### src/rtl/irq_tb_defines.vh
/*
 * Register map, field positions, reset values and vector codes of the
 * interrupt request and time base block.
 * Assumes an 8-bit register port with byte-wide registers.
 */
`ifndef IRQ_TB_DEFINES_VH
`define IRQ_TB_DEFINES_VH

// ****************************************************************
// Register addresses
// ****************************************************************
`define ADDR_GLOBAL_CTRL 8'h00
`define ADDR_INT_CTRL0 8'h01
`define ADDR_INT_GROUP 8'h02
`define ADDR_INT_LOW_EE 8'h03
`define ADDR_TIME_BASE_CTRL 8'h04
`define ADDR_INT_INTERVAL 8'h05
`define ADDR_CORE_STATUS 8'h06

// ****************************************************************
// Field positions
// ****************************************************************
`define BIT_GLOBAL_EN 0
`define BIT_PROT_EN 0
`define BIT_CONV_EN 1
`define BIT_TOUCH_EN 2
`define BIT_PROT_FLAG 4
`define BIT_CONV_FLAG 5
`define BIT_TOUCH_FLAG 6
`define BIT_LOW_EN 0
`define BIT_EE_EN 1
`define BIT_LOW_FLAG 4
`define BIT_EE_FLAG 5
`define BIT_TB0_EN 0
`define BIT_TB1_EN 1
`define BIT_TB0_FLAG 4
`define BIT_TB1_FLAG 5
`define BIT_TB_ON 7
`define BIT_TB_CK 6
`define BIT_STACK_FULL 0
`define BIT_REQ_PENDING 1
`define FLAG_HI 7
`define FLAG_LO 4
`define EN_HI 3
`define EN_LO 0
`define TB1_SEL_HI 5
`define TB1_SEL_LO 4
`define TB0_SEL_HI 2
`define TB0_SEL_LO 0
`define VEC_LO 4

// ****************************************************************
// Reset values and masks
// ****************************************************************
`define TBC_RESET 8'h37
`define TBC_WRITE_MASK 8'hf7
`define REG_ZERO 8'h00

// ****************************************************************
// Time base divider figures
// ****************************************************************
`define TB0_BASE_EXP 4'h8
`define TB1_BASE_EXP 4'hc
`define TB_CNT_W 15
`define SYS_DIV_LAST 2'h3

// ****************************************************************
// Sources, in priority order; the index is the vector code
// ****************************************************************
`define NUM_SRC 9
`define SRC_PROT 4'h0
`define SRC_CONV 4'h1
`define SRC_TOUCH 4'h2
`define SRC_GROUP0 4'h3
`define SRC_GROUP3 4'h6
`define SRC_TB0 4'h7
`define SRC_TB1 4'h8
`define VEC_NONE 4'hf

`endif

### src/rtl/irq_time_base.v
/*
 * Interrupt request flags, enables, grouped interrupts, time base
 * dividers, wake-up detection and vector request to the core.
 * Assumes event inputs are one-cycle pulses synchronous to sys_clk_in
 * and that the core answers a request with a one-cycle acknowledge.
 */
// Decided for this implementation: the register addresses and the strobed register port.
// How it works
// - Protection fault sets its flag; vector needs global and protection enable.
// - Servicing protection clears its flag and the global enable.
// - Conversion done sets its flag; vector needs global and conversion enable.
// - Servicing conversion clears its flag and the global enable.
// - Four group flags: 0-2 set by their timer group events, 3 when its enabled source term rises.
// - Servicing an enabled group calls its vector, clears group flag and global.
// - Group service leaves source flags set; software clears them.
// - Each time base overflow sets its flag; vector needs global and its enable.
// - Servicing a time base clears its flag and the global enable.
// - Time base control bit 7 runs or stops both dividers.
// - Bit 6 picks the dedicated clock or system clock over four.
// - Bits 5:4 give the second time base 2^12 to 2^15 input clocks.
// - Bits 2:0 give the first time base 2^(8+code) input clocks.
// - EEPROM write end sets its flag; needs global, own and group three enable.
// - EEPROM service clears group flag and global only; software clears source.
// - Low supply sets its flag; needs global, own and group three enable.
// - Low supply service clears group flag and global only; flag persists.
// - Touch slot overflow sets its flag; needs global and touch enable.
// - Servicing touch clears its flag and the global enable.
// - Flags set regardless of enables, except group three's; cleared global enable blocks every vector.
// - No request is offered from the cycle after the return stack becomes full.
// - Any flag rising from low to high wakes the device.
`timescale 1ns/1ps
`include "irq_tb_defines.vh"

module irq_time_base (
    input wire sys_clk_in,
    input wire reset_n_in,
    input wire [7:0] reg_addr_in,
    input wire [7:0] reg_wdata_in,
    input wire reg_write_in,
    input wire reg_read_in,
    output reg [7:0] reg_rdata_out,
    input wire protection_fault_in,
    input wire conversion_done_in,
    input wire touch_slot_overflow_in,
    input wire eeprom_write_done_in,
    input wire low_supply_detect_in,
    input wire [2:0] timer_group_event_in,
    input wire interval_dedicated_clock_in,
    input wire stack_full_in,
    input wire irq_ack_in,
    input wire return_enable_in,
    output reg irq_request_out,
    output reg [3:0] irq_vector_out,
    output reg wake_up_out
);

    // ****************************************************************
    // State
    // ****************************************************************
    reg global_irq_enable;
    reg protection_irq_enable;
    reg conversion_irq_enable;
    reg touch_slot_irq_enable;
    reg protection_request_flag;
    reg conversion_done_flag;
    reg touch_slot_request_flag;
    reg [3:0] group_enable;
    reg [3:0] group_request_flag;
    reg low_supply_irq_enable;
    reg eeprom_irq_enable;
    reg low_supply_request_flag;
    reg eeprom_write_done_flag;
    reg interval0_irq_enable;
    reg interval1_irq_enable;
    reg interval0_request_flag;
    reg interval1_request_flag;
    reg [7:0] time_base_control;
    reg group3_term_prev;
    reg [`NUM_SRC+1:0] flags_prev;

    wire interval0_tick;
    wire interval1_tick;
    wire pending_any;
    wire [3:0] pending_vector;
    wire [`NUM_SRC-1:0] pending;
    wire group3_term;
    wire [3:0] group_set;
    wire [`NUM_SRC+1:0] all_flags;
    wire ack;
    wire [3:0] served_group;

    reg [7:0] next_rdata;

    // Write strobe for one register address
    function wr_hit;
        input [7:0] addr;
        input [7:0] target;
        input strobe;
        begin
            wr_hit = strobe && (addr == target);
        end
    endfunction

    // Flag update: a hardware set always beats a clear in the same cycle
    function next_flag;
        input cur;
        input hw_set;
        input sw_write;
        input sw_value;
        input hw_clear;
        begin
            if (hw_set)
                next_flag = 1'b1;
            else if (sw_write)
                next_flag = sw_value;
            else if (hw_clear)
                next_flag = 1'b0;
            else
                next_flag = cur;
        end
    endfunction

    // Acknowledge of a given vector
    function served;
        input ack_now;
        input [3:0] vec;
        input [3:0] which;
        begin
            served = ack_now && (vec == which);
        end
    endfunction

    wire wr_global = wr_hit(reg_addr_in, `ADDR_GLOBAL_CTRL, reg_write_in);
    wire wr_ctrl0 = wr_hit(reg_addr_in, `ADDR_INT_CTRL0, reg_write_in);
    wire wr_group = wr_hit(reg_addr_in, `ADDR_INT_GROUP, reg_write_in);
    wire wr_low_ee = wr_hit(reg_addr_in, `ADDR_INT_LOW_EE, reg_write_in);
    wire wr_tbc = wr_hit(reg_addr_in, `ADDR_TIME_BASE_CTRL, reg_write_in);
    wire wr_interval = wr_hit(reg_addr_in, `ADDR_INT_INTERVAL, reg_write_in);

    // Only the vector actually offered can be taken
    assign ack = irq_ack_in & irq_request_out;

    // ****************************************************************
    // Time base dividers
    // ****************************************************************
    interval_divider u_interval_divider (
        .sys_clk_in(sys_clk_in),
        .reset_n_in(reset_n_in),
        .interval_dividers_on_in(time_base_control[`BIT_TB_ON]),
        .interval_clock_select_in(time_base_control[`BIT_TB_CK]),
        .interval_dedicated_clock_in(interval_dedicated_clock_in),
        .interval0_period_select_in(time_base_control[`TB0_SEL_HI:`TB0_SEL_LO]),
        .interval1_period_select_in(time_base_control[`TB1_SEL_HI:`TB1_SEL_LO]),
        .interval0_tick_out(interval0_tick),
        .interval1_tick_out(interval1_tick)
    );

    // ****************************************************************
    // Grouped interrupts
    // ****************************************************************
    // Edge of the enabled source term, so a served group does not
    // re-arm while its source flags are still standing
    assign group3_term = (low_supply_request_flag & low_supply_irq_enable) |
        (eeprom_write_done_flag & eeprom_irq_enable);
    assign group_set = {group3_term & ~group3_term_prev, timer_group_event_in};

    assign served_group = {served(ack, irq_vector_out, `SRC_GROUP3),
        served(ack, irq_vector_out, `SRC_GROUP0 + 4'h2),
        served(ack, irq_vector_out, `SRC_GROUP0 + 4'h1),
        served(ack, irq_vector_out, `SRC_GROUP0)};

    // ****************************************************************
    // Pending requests and vector selection
    // ****************************************************************
    assign pending = {
        interval1_request_flag & interval1_irq_enable,
        interval0_request_flag & interval0_irq_enable,
        group_request_flag & group_enable,
        touch_slot_request_flag & touch_slot_irq_enable,
        conversion_done_flag & conversion_irq_enable,
        protection_request_flag & protection_irq_enable
    };

    irq_priority u_irq_priority (
        .pending_in(pending),
        .any_out(pending_any),
        .vector_out(pending_vector)
    );

    assign all_flags = {low_supply_request_flag, eeprom_write_done_flag,
        interval1_request_flag, interval0_request_flag, group_request_flag,
        touch_slot_request_flag, conversion_done_flag, protection_request_flag};

    // ****************************************************************
    // Flags, enables and core handshake
    // ****************************************************************
    always @(posedge sys_clk_in or negedge reset_n_in)
    begin
        if (!reset_n_in)
        begin
            global_irq_enable <= 1'b0;
            protection_irq_enable <= 1'b0;
            conversion_irq_enable <= 1'b0;
            touch_slot_irq_enable <= 1'b0;
            protection_request_flag <= 1'b0;
            conversion_done_flag <= 1'b0;
            touch_slot_request_flag <= 1'b0;
            group_enable <= 4'h0;
            group_request_flag <= 4'h0;
            low_supply_irq_enable <= 1'b0;
            eeprom_irq_enable <= 1'b0;
            low_supply_request_flag <= 1'b0;
            eeprom_write_done_flag <= 1'b0;
            interval0_irq_enable <= 1'b0;
            interval1_irq_enable <= 1'b0;
            interval0_request_flag <= 1'b0;
            interval1_request_flag <= 1'b0;
            time_base_control <= `TBC_RESET;
            group3_term_prev <= 1'b0;
            flags_prev <= 11'h000;
            irq_request_out <= 1'b0;
            irq_vector_out <= `VEC_NONE;
            wake_up_out <= 1'b0;
            reg_rdata_out <= `REG_ZERO;
        end
        else
        begin
            // Any taken vector drops the global enable; a software write in
            // the same cycle loses so nesting must be re-enabled afterwards
            if (ack)
                global_irq_enable <= 1'b0;
            else if (wr_global)
                global_irq_enable <= reg_wdata_in[`BIT_GLOBAL_EN];
            else if (return_enable_in)
                global_irq_enable <= 1'b1;

            if (wr_ctrl0)
            begin
                protection_irq_enable <= reg_wdata_in[`BIT_PROT_EN];
                conversion_irq_enable <= reg_wdata_in[`BIT_CONV_EN];
                touch_slot_irq_enable <= reg_wdata_in[`BIT_TOUCH_EN];
            end
            protection_request_flag <= next_flag(protection_request_flag,
                protection_fault_in, wr_ctrl0, reg_wdata_in[`BIT_PROT_FLAG],
                served(ack, irq_vector_out, `SRC_PROT));
            conversion_done_flag <= next_flag(conversion_done_flag,
                conversion_done_in, wr_ctrl0, reg_wdata_in[`BIT_CONV_FLAG],
                served(ack, irq_vector_out, `SRC_CONV));
            touch_slot_request_flag <= next_flag(touch_slot_request_flag,
                touch_slot_overflow_in, wr_ctrl0, reg_wdata_in[`BIT_TOUCH_FLAG],
                served(ack, irq_vector_out, `SRC_TOUCH));

            if (wr_group)
                group_enable <= reg_wdata_in[`EN_HI:`EN_LO];
            group_request_flag[0] <= next_flag(group_request_flag[0], group_set[0],
                wr_group, reg_wdata_in[`FLAG_LO], served_group[0]);
            group_request_flag[1] <= next_flag(group_request_flag[1], group_set[1],
                wr_group, reg_wdata_in[`FLAG_LO + 1], served_group[1]);
            group_request_flag[2] <= next_flag(group_request_flag[2], group_set[2],
                wr_group, reg_wdata_in[`FLAG_LO + 2], served_group[2]);
            group_request_flag[3] <= next_flag(group_request_flag[3], group_set[3],
                wr_group, reg_wdata_in[`FLAG_HI], served_group[3]);
            group3_term_prev <= group3_term;

            // Source flags of group three ignore the acknowledge entirely
            if (wr_low_ee)
            begin
                low_supply_irq_enable <= reg_wdata_in[`BIT_LOW_EN];
                eeprom_irq_enable <= reg_wdata_in[`BIT_EE_EN];
            end
            low_supply_request_flag <= next_flag(low_supply_request_flag,
                low_supply_detect_in, wr_low_ee, reg_wdata_in[`BIT_LOW_FLAG],
                1'b0);
            eeprom_write_done_flag <= next_flag(eeprom_write_done_flag,
                eeprom_write_done_in, wr_low_ee, reg_wdata_in[`BIT_EE_FLAG],
                1'b0);

            if (wr_tbc)
                time_base_control <= reg_wdata_in & `TBC_WRITE_MASK;

            if (wr_interval)
            begin
                interval0_irq_enable <= reg_wdata_in[`BIT_TB0_EN];
                interval1_irq_enable <= reg_wdata_in[`BIT_TB1_EN];
            end
            interval0_request_flag <= next_flag(interval0_request_flag,
                interval0_tick, wr_interval, reg_wdata_in[`BIT_TB0_FLAG],
                served(ack, irq_vector_out, `SRC_TB0));
            interval1_request_flag <= next_flag(interval1_request_flag,
                interval1_tick, wr_interval, reg_wdata_in[`BIT_TB1_FLAG],
                served(ack, irq_vector_out, `SRC_TB1));

            // Wake on any rising flag, enabled or not
            flags_prev <= all_flags;
            wake_up_out <= |(all_flags & ~flags_prev);

            // Offer is withdrawn the cycle after the acknowledge so one request
            // yields exactly one vector
            irq_request_out <= pending_any & global_irq_enable & ~stack_full_in &
                ~ack & ~return_enable_in;
            irq_vector_out <= pending_vector;

            reg_rdata_out <= next_rdata;
        end
    end

    // ****************************************************************
    // Register read
    // ****************************************************************
    always @*
    begin
        next_rdata = `REG_ZERO;
        if (reg_read_in)
        begin
            case (reg_addr_in)
                `ADDR_GLOBAL_CTRL:
                    next_rdata[`BIT_GLOBAL_EN] = global_irq_enable;
                `ADDR_INT_CTRL0:
                begin
                    next_rdata[`BIT_PROT_EN] = protection_irq_enable;
                    next_rdata[`BIT_CONV_EN] = conversion_irq_enable;
                    next_rdata[`BIT_TOUCH_EN] = touch_slot_irq_enable;
                    next_rdata[`BIT_PROT_FLAG] = protection_request_flag;
                    next_rdata[`BIT_CONV_FLAG] = conversion_done_flag;
                    next_rdata[`BIT_TOUCH_FLAG] = touch_slot_request_flag;
                end
                `ADDR_INT_GROUP:
                    next_rdata = {group_request_flag, group_enable};
                `ADDR_INT_LOW_EE:
                begin
                    next_rdata[`BIT_LOW_EN] = low_supply_irq_enable;
                    next_rdata[`BIT_EE_EN] = eeprom_irq_enable;
                    next_rdata[`BIT_LOW_FLAG] = low_supply_request_flag;
                    next_rdata[`BIT_EE_FLAG] = eeprom_write_done_flag;
                end
                `ADDR_TIME_BASE_CTRL:
                    next_rdata = time_base_control;
                `ADDR_INT_INTERVAL:
                begin
                    next_rdata[`BIT_TB0_EN] = interval0_irq_enable;
                    next_rdata[`BIT_TB1_EN] = interval1_irq_enable;
                    next_rdata[`BIT_TB0_FLAG] = interval0_request_flag;
                    next_rdata[`BIT_TB1_FLAG] = interval1_request_flag;
                end
                `ADDR_CORE_STATUS:
                begin
                    next_rdata[`BIT_STACK_FULL] = stack_full_in;
                    next_rdata[`BIT_REQ_PENDING] = pending_any;
                    next_rdata[7:`VEC_LO] = pending_vector;
                end
                default:
                    next_rdata = `REG_ZERO;
            endcase
        end
    end

endmodule

### src/rtl/interval_divider.v
/*
 * Two time base dividers sharing one input clock and one counter.
 * Assumes the dedicated time base clock is a slow level synchronous to
 * sys_clk_in; a rising level counts as one input clock.
 */
`timescale 1ns/1ps
`include "irq_tb_defines.vh"

module interval_divider (
    input wire sys_clk_in,
    input wire reset_n_in,
    input wire interval_dividers_on_in,
    input wire interval_clock_select_in,
    input wire interval_dedicated_clock_in,
    input wire [2:0] interval0_period_select_in,
    input wire [1:0] interval1_period_select_in,
    output reg interval0_tick_out,
    output reg interval1_tick_out
);

    reg [`TB_CNT_W-1:0] count;
    reg [1:0] sys_div;
    reg dedicated_prev;
    wire input_clock;

    // Mask of the low bits spanned by a period of 2^exp input clocks
    function [`TB_CNT_W-1:0] span_mask;
        input [3:0] exp;
        begin
            span_mask = (15'h7fff >> (4'hf - exp));
        end
    endfunction

    function wraps;
        input [`TB_CNT_W-1:0] cnt;
        input [3:0] exp;
        begin
            wraps = ((cnt & span_mask(exp)) == span_mask(exp));
        end
    endfunction

    // ****************************************************************
    // Input clock selection
    // ****************************************************************
    assign input_clock = interval_clock_select_in ? (sys_div == `SYS_DIV_LAST) :
        (interval_dedicated_clock_in & ~dedicated_prev);

    always @(posedge sys_clk_in or negedge reset_n_in)
    begin
        if (!reset_n_in)
        begin
            count <= 15'h0000;
            sys_div <= 2'h0;
            dedicated_prev <= 1'b0;
            interval0_tick_out <= 1'b0;
            interval1_tick_out <= 1'b0;
        end
        else
        begin
            sys_div <= sys_div + 2'h1;
            dedicated_prev <= interval_dedicated_clock_in;
            // Stopped dividers restart from zero so the first period is whole
            if (!interval_dividers_on_in)
            begin
                count <= 15'h0000;
                interval0_tick_out <= 1'b0;
                interval1_tick_out <= 1'b0;
            end
            else
            begin
                if (input_clock)
                    count <= count + 15'h0001;
                interval0_tick_out <= input_clock &
                    wraps(count, `TB0_BASE_EXP + {1'b0, interval0_period_select_in});
                interval1_tick_out <= input_clock &
                    wraps(count, `TB1_BASE_EXP + {2'b00, interval1_period_select_in});
            end
        end
    end

endmodule

### src/rtl/irq_priority.v
/*
 * Fixed priority selector over the enabled pending sources.
 * Assumes bit 0 has the highest priority; purely combinational.
 */
`timescale 1ns/1ps
`include "irq_tb_defines.vh"

module irq_priority (
    input wire [`NUM_SRC-1:0] pending_in,
    output reg any_out,
    output reg [3:0] vector_out
);

    integer i;

    always @*
    begin
        any_out = |pending_in;
        vector_out = `VEC_NONE;
        // Walk down so the lowest index wins
        for (i = `NUM_SRC - 1; i >= 0; i = i - 1)
        begin
            if (pending_in[i])
                vector_out = i[3:0];
        end
    end

endmodule

### config.mk
export PLATFORM = sky130hd
export DESIGN_NAME = irq_time_base
export DESIGN_NICKNAME = d
export VERILOG_FILES = /design/src/rtl/irq_time_base.v /design/src/rtl/interval_divider.v /design/src/rtl/irq_priority.v
export VERILOG_INCLUDE_DIRS = /design/src /design/src/rtl
export SDC_FILE = /design/constraint.sdc
export NUM_CORES = 1
export LEC_CHECK = 0
export BUFFER_PORTS_ARGS = -buffer_cell sky130_fd_sc_hd__buf_2
export CAP_MARGIN = 0
export CORE_UTILIZATION = 35
export CTS_CLUSTER_DIAMETER = 200
export DETAILED_ROUTE_END_ITERATION = 16
export MAX_ROUTING_LAYER = met4
export PLACE_DENSITY = 0.64
export SYNTH_ARGS = -nofsm -noshare
export SYNTH_HDL_FRONTEND = slang
export SYNTH_SLANG_ARGS = --single-unit
### constraint.sdc
create_clock -name sys_clk_in -period 5.2 [get_ports sys_clk_in]
set_clock_uncertainty 0.15 [all_clocks]
set_input_delay 0 -clock sys_clk_in [delete_from_list [all_inputs] [get_ports sys_clk_in]]
set_output_delay 0 -clock sys_clk_in [all_outputs]
set_load 0.01 [all_outputs]
==> results.md <==
Status:
- The flow ran to the end, and the final reports show no timing, DRC or antenna violations.

Final layout:
- The area growth from synthesis to layout is 24.8%.
- The number of antenna diodes in the final layout is 0.
- The share of final-layout standard cells stronger than drive strength 1 is between 20% and 30%.
- The number of nets in the final layout is 469.

Clock network:
- The clock tree from TritonCTS is yes.
- The number of sinks driven by the clock tree is 76.
- The count of buffers added by post-CTS timing repair for setup is 0.
- The H-tree was split into 3 levels.
- The maximum buffer depth of the clock tree is 2.
- The clock tree root driver cell is sky130_fd_sc_hd__clkbuf_8.
- After clock tree synthesis, the clock-pin slew on the worst setup and hold paths is around 0.09 ns.
- The post-cts resize count is 0.
- The number of buffers created by CTS is 9.
- At the later pin of the worst-skew pair, clock insertion delay measures 0.36 ns.
- After clock tree synthesis, the flow added hold-fix buffers numbering 38.

Critical path:
- Tracing the worst setup path back leads to its startpoint at reg_addr_in[7].
- The capturing element of the worst setup path is touch_slot_request_flag$_DFFE_PN0P_.
- The endpoint type of the worst setup path is a flip-flop.
- The biggest fanout along the worst timing path is 6.
- The worst register-to-register path begins at irq_request_out$_DFF_PN0_.
- The launching element type of the critical path is an input port.
- At the worst endpoint, the arrival time is 2.63 ns.
- The endpoint identified for the worst register-to-register timing path is touch_slot_request_flag$_DFFE_PN0P_.
- The worst register-to-register path has a setup slack of 2.67 ns.
- STA puts the critical path data required time at 5.29 ns.
- The worst setup path is of the in -> reg kind.
- The path depth of the worst reg2reg path is 5.

Synthesis:
- The area of the mapped netlist is about 3600 sq um.
- The biggest area consumer among synthesized cells is sky130_fd_sc_hd__dfrtp_1.
- By count the netlist is led by 67 x sky130_fd_sc_hd__dfrtp_1, 43 x sky130_fd_sc_hd__nand2_1, 21 x sky130_fd_sc_hd__inv_1.
- The synthesized design contains 0 enable-type register cells.
- The share of the Yosys chip area taken by registers is 52.7%.
- The Yosys step of the flow raised 0 warnings.
- After synthesis, the cell types taking the most area are sky130_fd_sc_hd__dfrtp_1 46%, sky130_fd_sc_hd__dfstp_2 6.5%, sky130_fd_sc_hd__nand2_1 4.4%, sky130_fd_sc_hd__mux2_2 3.7%, sky130_fd_sc_hd__a21oi_1 2.6%.
- The most repeated cell in the gate-level netlist after synthesis is sky130_fd_sc_hd__dfrtp_1.
- The mean post-synth cell area is 10.2 sq um.
- Among all flip-flop cells after synthesis, the most frequent one is sky130_fd_sc_hd__dfrtp_1.
- The post-synthesis async set-or-reset flop share is 100%.
- The count of distinct cell types in the synthesized netlist is 56.
- The synthesized design contains 76 register bits.
- The number of nets handed over by synthesis was between 300 and 400.
- The top-area cell type share of the netlist area is between 40% and 50%.
- The cell count after synthesis came out at 354.

Placed design:
- At the end of routability-driven placement, the weighted congestion stood at 0.867.
- The wire-length estimate of the detail-placed layout is approximately 6500 um.
- In this run the tool buffered the top-level ports with 45 buffer cells.
- OpenSTA, run right after detailed placement, puts the worst setup slack at between 3 and 4 ns.

STA:
- The hold violation total from the final report is 0.
- Setup repair after global routing left no endpoint under its margin.
- At the pin with the least slew margin, the transition time is 0.946 ns.
- Setup slack on the critical path of the routed design comes to 2.66 ns.
- The final clock period utilization by the worst path is 48.8%.
- The worst-case headroom to the max-slew limit is a little under two fifths.
- The number of max-slew violations in the final report is 0.
- The sum of negative setup slack is 0 ns.
- Timing would allow up to 394 MHz.
- Setup violations remaining at the end of the flow were counted as 0.
- The clock period could shrink to 2.54 ns.

GRT:
- Entering global routing, the biggest net connects 77 pins.
- The first global-routing pass estimated 15600 um of wire.
- The overall global routing resource usage is 19.0%.
- The number of antenna violations at the first check in global routing is 0.
- Global routing finished with a remaining overflow of 0.
- The via count of the first global-routing pass is between 3000 and 4000.

Route:
- The first-pass iteration count of the detailed router is 5.
- The DRC violation total after the first TritonRoute iteration is 158.
- After detailed routing, the number of vias per cell comes to 5.30.
- The via count is between 3000 and 4000.
- The routed wire length is 9180 um.
- After detailed routing, the number of remaining DRC violations is 0.
- In the final routed layout, each cell accounts on average for between 15 and 20 um.
- The final antenna-violating net count is 0.

Die:
- The count of pins on the block boundary is 46.
- The die is 104 um wide.
- The number of rows created at floorplan is 36.
- The overall die height is 104 um.
- The initial core utilization is 36.6%.
- The placeable core region is 9910 sq um.
- The die area is 10800 sq um.

Flow run:
- The number of violations of the max-capacitance limit is 0.

Power and ir drop:
- The total internal power is 867 uW.
- Summed over all nets, the switching power comes to 341 uW.
- The largest vdd supply drop is 0.000137 V.
- Summed over all cells, the static leakage comes to ~0.0019 uW.
- Of the total power, the share spent switching nets is 28.2%.
- The power per cell area is 267 nW/um^2.
- In this run, the clock network consumes 35.1% of the power.
- The proportion of power drawn by flip-flops and latches is 53.8%.
- Combinational logic burns 11.2% of the power.

Min path:
- The kind of path behind the tightest hold check is in -> reg.
[worst max-delay path, stage by stage]
cell,delay [ns]
sky130_fd_sc_hd__dlygate4sd3_1,0.53
sky130_fd_sc_hd__buf_2,0.14
sky130_fd_sc_hd__nor4b_1,0.51
sky130_fd_sc_hd__nand3_1,0.36
sky130_fd_sc_hd__and3_1,0.28
sky130_fd_sc_hd__a211o_1,0.26
sky130_fd_sc_hd__dlygate4sd3_1,0.56
[cell families after synthesis]
logic type	share of synthesized area (%)
simple gates	18.6
xor+xnor	1.69
flops	52.7
mux	4.83
buf+inv	3.76
fa+ha+maj	0.690
compound gates	17.7
[registers in the layout, summed over array words and instances, names as in the netlist, 2 cells and up]
name	flops
u_interval_divider.count	15
flags_prev	11
reg_rdata_out	8
group_request_flag	4
time_base_control	7
group_enable	4
irq_vector_out	4
u_interval_divider.sys_div	2
[worst min path at each step]
stage / start / end / slack (ns) / cells after the start
after floorplan: reset_n_in / conversion_done_flag$_DFFE_PN0P_ / -0.45 / 0
after global placement: interval_dedicated_clock_in / u_interval_divider.dedicated_prev$_DFF_PN0_ / -0.02 / 1
after detailed placement: interval_dedicated_clock_in / u_interval_divider.dedicated_prev$_DFF_PN0_ / -0.02 / 1
after CTS: reg_addr_in[4] / reg_rdata_out[6]$_DFF_PN0_ / 0.05 / 5
after global routing: reg_addr_in[2] / reg_rdata_out[4]$_DFF_PN0_ / 0.09 / 4
final: reg_addr_in[4] / reg_rdata_out[7]$_DFF_PN0_ / 0.06 / 5
[layout make-up]
type                            instances  area [sq um]
Sequential cell                        76          1910
Clock buffer                            9           124
Inverter                               21          78.8
Timing Repair Buffer                   83           608
Multi-Input combinational cell        244          1580
Clock inverter                          7          58.8
Fill cell                             973          5380
Tap cell                              133           166
[power by group through the flow]
stage	combinational (uW)	clock, uW	sequential, uW
2_1_floorplan	64.4	0	654
3_3_place_gp	116	0	659
3_5_place_dp	117	0	660
4_1_cts	136	438	649
5_1_grt	151	463	654
6_report	135	424	650
[layer usage]
layer	track usage (%)	up-vias	wire [um]
met5	-	-	0
li1	-	1455	-
met3	3.71	16	347
met2	31.0	86	4590
met4	7.96	0	231
met1	22.9	1479	4010
[stage by stage]
stage          total power (uW)  util, %  instances  hold slack [ns]  area (sq um)
6_report                   1210     45.7        573           0.0624          4530
4_1_cts                    1220     45.7        573           0.0463          4530
3_3_place_gp                775     40.0        519          -0.0158          3960
3_5_place_dp                777     40.0        519          -0.0192          3960
5_1_grt                    1270     45.7        573           0.0933          4530
2_1_floorplan               719        -        354           -0.446          3630
[layout by cell type (no fill, tap or decap), drive strengths merged, types with 9 or more instances in the layout]
| cell | netlist | final |
|---|---|---|
| buf | 4 | 45 |
| a22oi | 10 | 10 |
| dfstp | 9 | 9 |
| nand2 | 43 | 43 |
| inv | 21 | 25 |
| mux2 | 12 | 12 |
| nand3 | 18 | 18 |
| o21ai | 16 | 16 |
| dfrtp | 67 | 67 |
| nor2 | 18 | 18 |
| dlygate4sd3 | 0 | 38 |
| a21oi | 19 | 19 |
| clkbuf | 9 | 9 |
Power figures use the tool's default switching activity.
